--- src/verilog/crr_pkg.sv ---
// Package of register offsets, fields, reset values and timing constants for the result readout
package crr_pkg;
  // ----------------------------------------
  // Register offsets
  // ----------------------------------------
  localparam logic [7:0] OFS_RANGE_UPPER = 8'h01;
  localparam logic [7:0] OFS_RANGE_LOWER = 8'h02;
  localparam logic [7:0] OFS_CONFIG = 8'h04;
  localparam logic [7:0] OFS_POWER = 8'h0B;
  localparam logic [7:0] OFS_STATUS = 8'h20;
  localparam logic [7:0] OFS_PROX_LOW = 8'h21;
  localparam logic [7:0] OFS_PROX_HIGH = 8'h22;
  localparam logic [7:0] OFS_FREQ_LOW = 8'h23;
  localparam logic [7:0] OFS_FREQ_MID = 8'h24;
  localparam logic [7:0] OFS_FREQ_HIGH = 8'h25;
  // ----------------------------------------
  // Reset values and fields
  // ----------------------------------------
  localparam logic [7:0] RST_RANGE_LOWER = 8'h14;
  localparam logic [7:0] RST_RANGE_UPPER = 8'h00;
  localparam logic [7:0] RST_CONFIG = 8'h00;
  localparam logic [7:0] RST_POWER = 8'h00;
  localparam int RESP_LSB = 0;
  localparam int RESP_W = 3;
  localparam int POWER_BIT = 0;
  localparam int STAT_READY_BIT = 6;
  localparam logic [7:0] ZERO_BYTE = 8'h00;
  // ----------------------------------------
  // Timing
  // ----------------------------------------
  localparam logic [15:0] RESP_BASE = 16'h00C0;
  localparam logic [15:0] RESP_DIV = 16'h0003;
  localparam int PROX_W = 16;
  localparam int FREQ_W = 24;
endpackage

--- src/verilog/crr_conv_engine.sv ---
// Conversion timer: counts sensor periods per conversion, measures frequency count, clips result
`timescale 1ns/1ps
module crr_conv_engine #(
  parameter int PROX_W = 16,
  parameter int FREQ_W = 24
) (
  input wire logic mclk,
  input wire logic rst_n,
  input wire logic run,
  input wire logic sens_edge,
  input wire logic [15:0] conv_len,
  input wire logic [PROX_W-1:0] meas,
  input wire logic [PROX_W-1:0] lim_lower,
  input wire logic [PROX_W-1:0] lim_upper,
  output logic done,
  output logic [PROX_W-1:0] prox,
  output logic [FREQ_W-1:0] freq
);
  logic [15:0] edge_cnt_reg, edge_cnt_next;
  logic [FREQ_W-1:0] tick_cnt_reg, tick_cnt_next;
  logic done_reg, done_next;
  logic [PROX_W-1:0] prox_reg, prox_next;
  logic [FREQ_W-1:0] freq_reg, freq_next;
  logic [PROX_W-1:0] clipped;

  // ----------------------------------------
  // Window counting
  // ----------------------------------------
  always_comb begin
    // Out-of-range impedance is pinned to the nearest limit
    if (meas < lim_lower) begin
      clipped = lim_lower;
    end else if (meas > lim_upper) begin
      clipped = lim_upper;
    end else begin
      clipped = meas;
    end
    edge_cnt_next = edge_cnt_reg;
    tick_cnt_next = tick_cnt_reg;
    done_next = 1'b0;
    prox_next = prox_reg;
    freq_next = freq_reg;
    if (!run) begin
      // Standby holds the timer idle
      edge_cnt_next = '0;
      tick_cnt_next = '0;
    end else begin
      if (tick_cnt_reg != '1) begin
        tick_cnt_next = tick_cnt_reg + 1'b1;
      end
      if (sens_edge) begin
        // One result per conv_len sensor periods
        if (edge_cnt_reg + 16'h0001 >= conv_len) begin
          edge_cnt_next = '0;
          tick_cnt_next = '0;
          done_next = 1'b1;
          prox_next = clipped;
          freq_next = tick_cnt_reg;
        end else begin
          edge_cnt_next = edge_cnt_reg + 16'h0001;
        end
      end
    end
  end

  always_ff @(posedge mclk or negedge rst_n) begin
    if (!rst_n) begin
      edge_cnt_reg <= '0;
      tick_cnt_reg <= '0;
      done_reg <= 1'b0;
      prox_reg <= '0;
      freq_reg <= '0;
    end else begin
      edge_cnt_reg <= edge_cnt_next;
      tick_cnt_reg <= tick_cnt_next;
      done_reg <= done_next;
      prox_reg <= prox_next;
      freq_reg <= freq_next;
    end
  end

  assign done = done_reg;
  assign prox = prox_reg;
  assign freq = freq_reg;
endmodule

--- src/verilog/crr_result_readout.sv ---
// Result readout: byte register file, range limits, power state and result snapshot
//
// Contract
// Frequency count bits 23..16 read back, read-only, at offset 0x25.
// Results copy into readout registers only when a read of 0x21 starts.
// Conversions finishing without a 0x21 read leave the latched snapshot untouched.
// Host reads all result bytes of one conversion, beginning at 0x21.
// Impedance outside the lower/upper limits is clipped to those limits.
// Lower limit resets to 0x14; host reprograms it before enabling conversions.
// Host writes only permitted limit codes; other codes are undefined.
// Result rate is sensor frequency over one third of response time.
// Proximity low byte reads back, read-only, at offset 0x21.
// Conversions run only while power state select is 1.
// Status bit, active low, shows new conversion data available; a result latched at 0x21 in its done cycle stays flagged.
// After a 0x21 read, all result bytes return that same snapshot.
`timescale 1ns/1ps
module crr_result_readout (
  input wire logic mclk,
  input wire logic rst_n,
  input wire logic sensor_osc,
  input wire logic [crr_pkg::PROX_W-1:0] meas_imp,
  input wire logic reg_rd,
  input wire logic reg_wr,
  input wire logic [7:0] reg_addr,
  input wire logic [7:0] reg_wdata,
  output logic [7:0] reg_rdata,
  output logic reg_rvalid,
  output logic data_ready_n
);
  import crr_pkg::*;

  // ----------------------------------------
  // Sensor oscillator synchroniser
  // ----------------------------------------
  logic osc_s1_reg, osc_s1_next;
  logic osc_s2_reg, osc_s2_next;
  logic osc_s3_reg, osc_s3_next;
  logic sens_edge;

  always_comb begin
    // Only the second and third stages feed logic; the first may still be settling
    osc_s1_next = sensor_osc;
    osc_s2_next = osc_s1_reg;
    osc_s3_next = osc_s2_reg;
  end

  always_ff @(posedge mclk or negedge rst_n) begin
    if (!rst_n) begin
      osc_s1_reg <= 1'b0;
      osc_s2_reg <= 1'b0;
      osc_s3_reg <= 1'b0;
    end else begin
      osc_s1_reg <= osc_s1_next;
      osc_s2_reg <= osc_s2_next;
      osc_s3_reg <= osc_s3_next;
    end
  end

  // Only edges below half of mclk are counted faithfully
  assign sens_edge = osc_s2_reg & ~osc_s3_reg;

  // ----------------------------------------
  // Configuration registers
  // ----------------------------------------
  logic [7:0] upper_reg, upper_next;
  logic [7:0] lower_reg, lower_next;
  logic [7:0] config_reg, config_next;
  logic [7:0] power_reg, power_next;

  always_comb begin
    upper_next = upper_reg;
    lower_next = lower_reg;
    config_next = config_reg;
    power_next = power_reg;
    // Limit codes are trusted as written; no legality check in hardware
    if (reg_wr) begin
      unique case (reg_addr)
        OFS_RANGE_UPPER: upper_next = reg_wdata;
        OFS_RANGE_LOWER: lower_next = reg_wdata;
        OFS_CONFIG: config_next = reg_wdata;
        OFS_POWER: power_next = {7'h00, reg_wdata[POWER_BIT]};
        // Result and status offsets are read-only, so writes there are dropped
        default: ;
      endcase
    end
  end

  always_ff @(posedge mclk or negedge rst_n) begin
    if (!rst_n) begin
      upper_reg <= RST_RANGE_UPPER;
      lower_reg <= RST_RANGE_LOWER;
      config_reg <= RST_CONFIG;
      power_reg <= RST_POWER;
    end else begin
      upper_reg <= upper_next;
      lower_reg <= lower_next;
      config_reg <= config_next;
      power_reg <= power_next;
    end
  end

  // ----------------------------------------
  // Conversion engine
  // ----------------------------------------
  logic [RESP_W-1:0] resp_code;
  logic [15:0] resp_time;
  logic [15:0] conv_len;
  logic conv_done;
  logic [PROX_W-1:0] conv_prox;
  logic [FREQ_W-1:0] conv_freq;
  logic run_en;

  // Standby clears the window counters, so no result spans a power toggle
  assign run_en = power_reg[POWER_BIT];
  assign resp_code = config_reg[RESP_LSB +: RESP_W];
  // Response time doubles per code step from its base; divider of three per result
  assign resp_time = RESP_BASE << resp_code;
  assign conv_len = resp_time / RESP_DIV;

  crr_conv_engine #(
    .PROX_W(PROX_W),
    .FREQ_W(FREQ_W)
  ) crr_conv_engine_inst (
    .mclk(mclk),
    .rst_n(rst_n),
    .run(run_en),
    .sens_edge(sens_edge),
    .conv_len(conv_len),
    .meas(meas_imp),
    .lim_lower({lower_reg, ZERO_BYTE}),
    .lim_upper({upper_reg, ZERO_BYTE}),
    .done(conv_done),
    .prox(conv_prox),
    .freq(conv_freq)
  );

  // ----------------------------------------
  // Snapshot and ready flag
  // ----------------------------------------
  logic [PROX_W-1:0] snap_prox_reg, snap_prox_next;
  logic [FREQ_W-1:0] snap_freq_reg, snap_freq_next;
  logic ready_n_reg, ready_n_next;
  logic latch_now;

  // Host is expected to start each result burst here
  assign latch_now = reg_rd && (reg_addr == OFS_PROX_LOW);

  always_comb begin
    snap_prox_next = snap_prox_reg;
    snap_freq_next = snap_freq_reg;
    ready_n_next = ready_n_reg;
    // Copy only at the start of a low-byte read; later conversions wait
    if (latch_now) begin
      snap_prox_next = conv_prox;
      snap_freq_next = conv_freq;
      ready_n_next = 1'b1;
    end
    // A result finishing in the latch cycle still flags as new
    if (conv_done) begin
      ready_n_next = 1'b0;
    end
  end

  always_ff @(posedge mclk or negedge rst_n) begin
    if (!rst_n) begin
      snap_prox_reg <= '0;
      snap_freq_reg <= '0;
      ready_n_reg <= 1'b1;
    end else begin
      snap_prox_reg <= snap_prox_next;
      snap_freq_reg <= snap_freq_next;
      ready_n_reg <= ready_n_next;
    end
  end

  // ----------------------------------------
  // Status byte
  // ----------------------------------------
  logic [7:0] status_byte;

  always_comb begin
    // Oscillator, wake-up and comparator flags are not modelled and read as fixed levels
    status_byte = 8'h3F;
    status_byte[STAT_READY_BIT] = ready_n_reg;
  end

  // ----------------------------------------
  // Read port
  // ----------------------------------------
  logic [7:0] rdata_reg, rdata_next;
  logic rvalid_reg, rvalid_next;

  always_comb begin
    rdata_next = rdata_reg;
    rvalid_next = reg_rd;
    if (reg_rd) begin
      unique case (reg_addr)
        OFS_RANGE_UPPER: rdata_next = upper_reg;
        OFS_RANGE_LOWER: rdata_next = lower_reg;
        OFS_CONFIG: rdata_next = config_reg;
        OFS_POWER: rdata_next = power_reg;
        OFS_STATUS: rdata_next = status_byte;
        // Taken live, so it belongs to the very result latched on this same edge
        OFS_PROX_LOW: rdata_next = conv_prox[7:0];
        OFS_PROX_HIGH: rdata_next = snap_prox_reg[15:8];
        OFS_FREQ_LOW: rdata_next = snap_freq_reg[7:0];
        OFS_FREQ_MID: rdata_next = snap_freq_reg[15:8];
        OFS_FREQ_HIGH: rdata_next = snap_freq_reg[23:16];
        default: rdata_next = ZERO_BYTE;
      endcase
    end
  end

  always_ff @(posedge mclk or negedge rst_n) begin
    if (!rst_n) begin
      rdata_reg <= ZERO_BYTE;
      rvalid_reg <= 1'b0;
    end else begin
      rdata_reg <= rdata_next;
      rvalid_reg <= rvalid_next;
    end
  end

  // Every output leaves straight from a register
  assign reg_rdata = rdata_reg;
  assign reg_rvalid = rvalid_reg;
  assign data_ready_n = ready_n_reg;
endmodule

--- config.mk ---
export PLATFORM = sky130hd
export DESIGN_NAME = crr_result_readout
export DESIGN_NICKNAME = d
export VERILOG_FILES = /design/src/verilog/crr_pkg.sv /design/src/verilog/crr_conv_engine.sv /design/src/verilog/crr_result_readout.sv
export SDC_FILE = /design/constraint.sdc
export NUM_CORES = 1
export LEC_CHECK = 0
export BUFFER_PORTS_ARGS = -buffer_cell sky130_fd_sc_hd__buf_2
export CAP_MARGIN = 15
export CORE_ASPECT_RATIO = 0.5
export CORE_UTILIZATION = 35
export CTS_BUF_LIST = sky130_fd_sc_hd__clkbuf_8
export CTS_CLUSTER_DIAMETER = 40
export DETAILED_ROUTE_END_ITERATION = 16
export PLACE_DENSITY = 0.55
export REMOVE_ABC_BUFFERS = 1
export SYNTH_ARGS = -nofsm -noshare
export SYNTH_HDL_FRONTEND = slang
export SYNTH_SLANG_ARGS = --single-unit
--- constraint.sdc ---
create_clock -name mclk -period 27 [get_ports mclk]
set_clock_uncertainty 0.2 [all_clocks]
set_input_delay 5.4 -clock mclk [delete_from_list [all_inputs] [get_ports mclk]]
set_output_delay 5.4 -clock mclk [all_outputs]
set_load 0.05 [all_outputs]
==> flow_metrics.env <==
export IMPL_total_power_mw=0.901
export IMPL_cts_sinks=151
export IMPL_finalCoreUtilization_pct=39.4
export IMPL_routed_wl_met2_um=14300
export IMPL_clk_transition_reported_paths_ns=0.08
export IMPL_clock_fmax_ghz=0.0508
export IMPL_num_fill_cells=3132
export IMPL_htree_levels=4
export IMPL_top_signal_layer_used="met4"
export IMPL_yosysMostFrequentCell="nand2_1"
export IMPL_met3_wirelength_um=1100
export IMPL_final_design_area_no_fill_um2=12100
export IMPL_pin_count=47
export IMPL_drt_pre_antenna_iters=5
export IMPL_count_of_yosys_warnings_during_synthesis=0
export IMPL_post_synth_cell_area_avg_um2=8.76
export IMPL_postSynthCellCount=1259
export IMPL_cts_root_to_sink_buffers=2
export IMPL_placement_io_buffers=46
export IMPL_cts_root_cell="clkbuf_8"
export IMPL_fin_tns_setup_ns=0
export IMPL_floorplan_initialDensity_pct=36.0
export IMPL_critical_path_slowest_cell="dfrtp_1"
export IMPL_status="completed"
export IMPL_yosysSeqAreaShare_pct=34.3
export IMPL_critical_path_class="reg2reg"
export IMPL_final_max_slew_violation_count=0
export IMPL_drt_drc_violations_left=0
export IMPL_global_route_usage_total_pct=19.2
export IMPL_ys_dominant_reg_cell="dfrtp_1"
export IMPL_ys_ff_latch=151
export IMPL_drive_gt1_share_pct=16.0
export IMPL_tritoncts_num_buffers=17
export IMPL_first_global_vias=9463
export IMPL_finalSetupViolCount=0
export IMPL_setup_reg_to_reg_worst_slack_ns=7.30
export IMPL_gp_congestion=0.882
export IMPL_finalWorstPathRequiredPeriod_ns=19.70
export IMPL_cpPeakStageDelay_ns=0.79
export IMPL_finalNetCount=1372
export IMPL_postCtsSetupRepairBufs=0
export IMPL_p_leak_nw=5.35
export IMPL_hold_path_class="reg2reg"
export IMPL_cts_stage_hold_buffer_count=0
export IMPL_setup_worst_path_start_class="register"
export IMPL_tightestPinTransition_ns=0.956
export IMPL_ys_async_sr_fraction_pct=100
export IMPL_grt_first_pass_wirelength_um=50400
export IMPL_routed_wire_length_per_instance_um=17.6
export IMPL_netlist_top_cells_area="dfrtp_1 (34%), nand2_1 (6.6%), mux2_2 (6.2%), ha_1 (5.0%), nor2_1 (4.1%)"
export IMPL_crit_path_end_kind="register"
export IMPL_mappedNetlistArea_um2=11000
export IMPL_vias_cell=5.66
export IMPL_worst_vdd_rail_ir_drop_mv=0.0582
export IMPL_timing_final_crit_share_pct=73.0
export IMPL_fp_dieW_um=253
export IMPL_timing_critical_path_mode_cell="ha_1"
export IMPL_core_area_um2=30700
export IMPL_drt_iter0_markers=773
export IMPL_drtAntennaViolNets=0
export IMPL_synth_top_cells_by_count="nand2_1 (195), dfrtp_1 (148), nor2_1 (121)"
export IMPL_design_die_area_um2=32300
export IMPL_synth_enable_flop_cells=0
export IMPL_hold_viol_final=0
export IMPL_powerDensity_nw_per_um2=74.5
export IMPL_postPlaceCellArea_um2=11700
export IMPL_grt_max_degree=78
export IMPL_antenna_violations_before_repair=0
export IMPL_detailed_place_hpwl_um=23000
export IMPL_antennaDiodeCount=0
export IMPL_insertion_delay_of_the_later_clocked_pin_in_the_worst_skew_pair_ns=0.45
export IMPL_post_cts_resized_instances=0
export IMPL_cts_tree="yes"
export IMPL_netlist_cell_type_count=107
export IMPL_postRouteWirelength_um=30400
export IMPL_cap_viol_max_count=0
export IMPL_slew_headroom_pct=36.2
export IMPL_overflow=0
export IMPL_worst_path_max_fanout=52
export IMPL_cp_arrival_ns=19.85
export IMPL_netlist_area_leader_share_pct=33.6
export IMPL_grt_setup_unrepaired="false"
export IMPL_drt_met1_wl_um=14700
export IMPL_via_count_of_the_routed_design=9768
export IMPL_cp_data_required_time_ns=27.15
export IMPL_synthToLayoutAreaGrowth_pct=9.54
export IMPL_vertical_die_dimension_um=128
export IMPL_synth_largest_area_cell="dfrtp_1"
export IMPL_rows=45
## power breakdown
group | internal, mW | switching (mW)
Sequential | 0.230 | 0.00452
Clock | 0.0892 | 0.0855
Combinational | 0.181 | 0.310
## worst max-delay path: cells and delay by family, from the launching register on
kind | cells | cell delay [ns]
AND/OR/NAND/NOR | 36 | 7.41
AO/OA/AOI/OAI | 23 | 4.27
adder cells (fa/ha/maj) | 11 | 3.63
buffers and inverters | 7 | 1.83
XOR/XNOR | 5 | 1.10
flip-flops | 1 | 0.79
multiplexers | 1 | 0.28
## per-stage QoR
step / setup WS (ns) / hold WS (ns) / cells
finish: 7.30 / 0.170 / 1727
global route: 5.36 / 0.185 / 1727
CTS: 7.57 / 0.175 / 1727
detailed placement: 7.64 / 0.149 / 1695
global placement: 8.33 / 0.149 / 1695
floorplan: 9.91 / 0.131 / 1217
## kinds of logic (layout without fill, tap and decap cells)
logic type / Yosys count / count (layout) / synth area share [%]
DFF: 151 / 151 / 34.3
and+or+nand+nor: 561 / 561 / 25.6
buffers and inverters: 82 / 127 / 3.00
xor gates and xnor gates: 58 / 58 / 4.60
adders and majority gates: 44 / 44 / 4.99
AOI/OAI and AO/OA: 291 / 291 / 20.2
muxes: 72 / 72 / 7.38
## worst paths after layout
path,from,to,depth (start not counted)
min in group asynchronous,rst_n,lower_reg[5],1
hold reg to reg,crr_conv_engine_inst.done,data_ready_n,1
max in group asynchronous,rst_n,crr_conv_engine_inst.prox[8],2
hold / removal,crr_conv_engine_inst.done,data_ready_n,1
setup / recovery,config_reg[1],crr_conv_engine_inst.prox[5],83
setup reg to reg,config_reg[1],crr_conv_engine_inst.prox[5],83
## metal layers
metal	vias to the layer above	global-route usage, %
li1	4699	-
met1	4837	27.0
met2	205	32.1
met3	27	2.47
met4	0	3.32
met5	-	0
## cell usage in the layout (no fill, tap or decap), types with 32 or more instances in the layout
cell | Yosys | layout
nand2_1 | 195 | 195
dfrtp_1 | 148 | 148
nor2_1 | 121 | 121
mux2_2 | 61 | 61
nand3_1 | 48 | 48
a21oi_1 | 47 | 47
buf_2 | 7 | 45
o21ai_0 | 44 | 44
ha_1 | 44 | 44
inv_1 | 34 | 35
xnor2_1 | 32 | 32
## layout make-up
cell class              instances  area (um^2)  share of cell area, %
multi-input cells            1026         6920                   57.3
flip-flops and latches        151         3780                   31.3
well taps                     423          529                   4.38
repair buffers                 55          304                   2.52
clock buffers                  20          275                   2.28
inverters                      40          150                   1.24
clock inverters                12          125                   1.04
No activity file was read; power rests on OpenSTA's default activity.
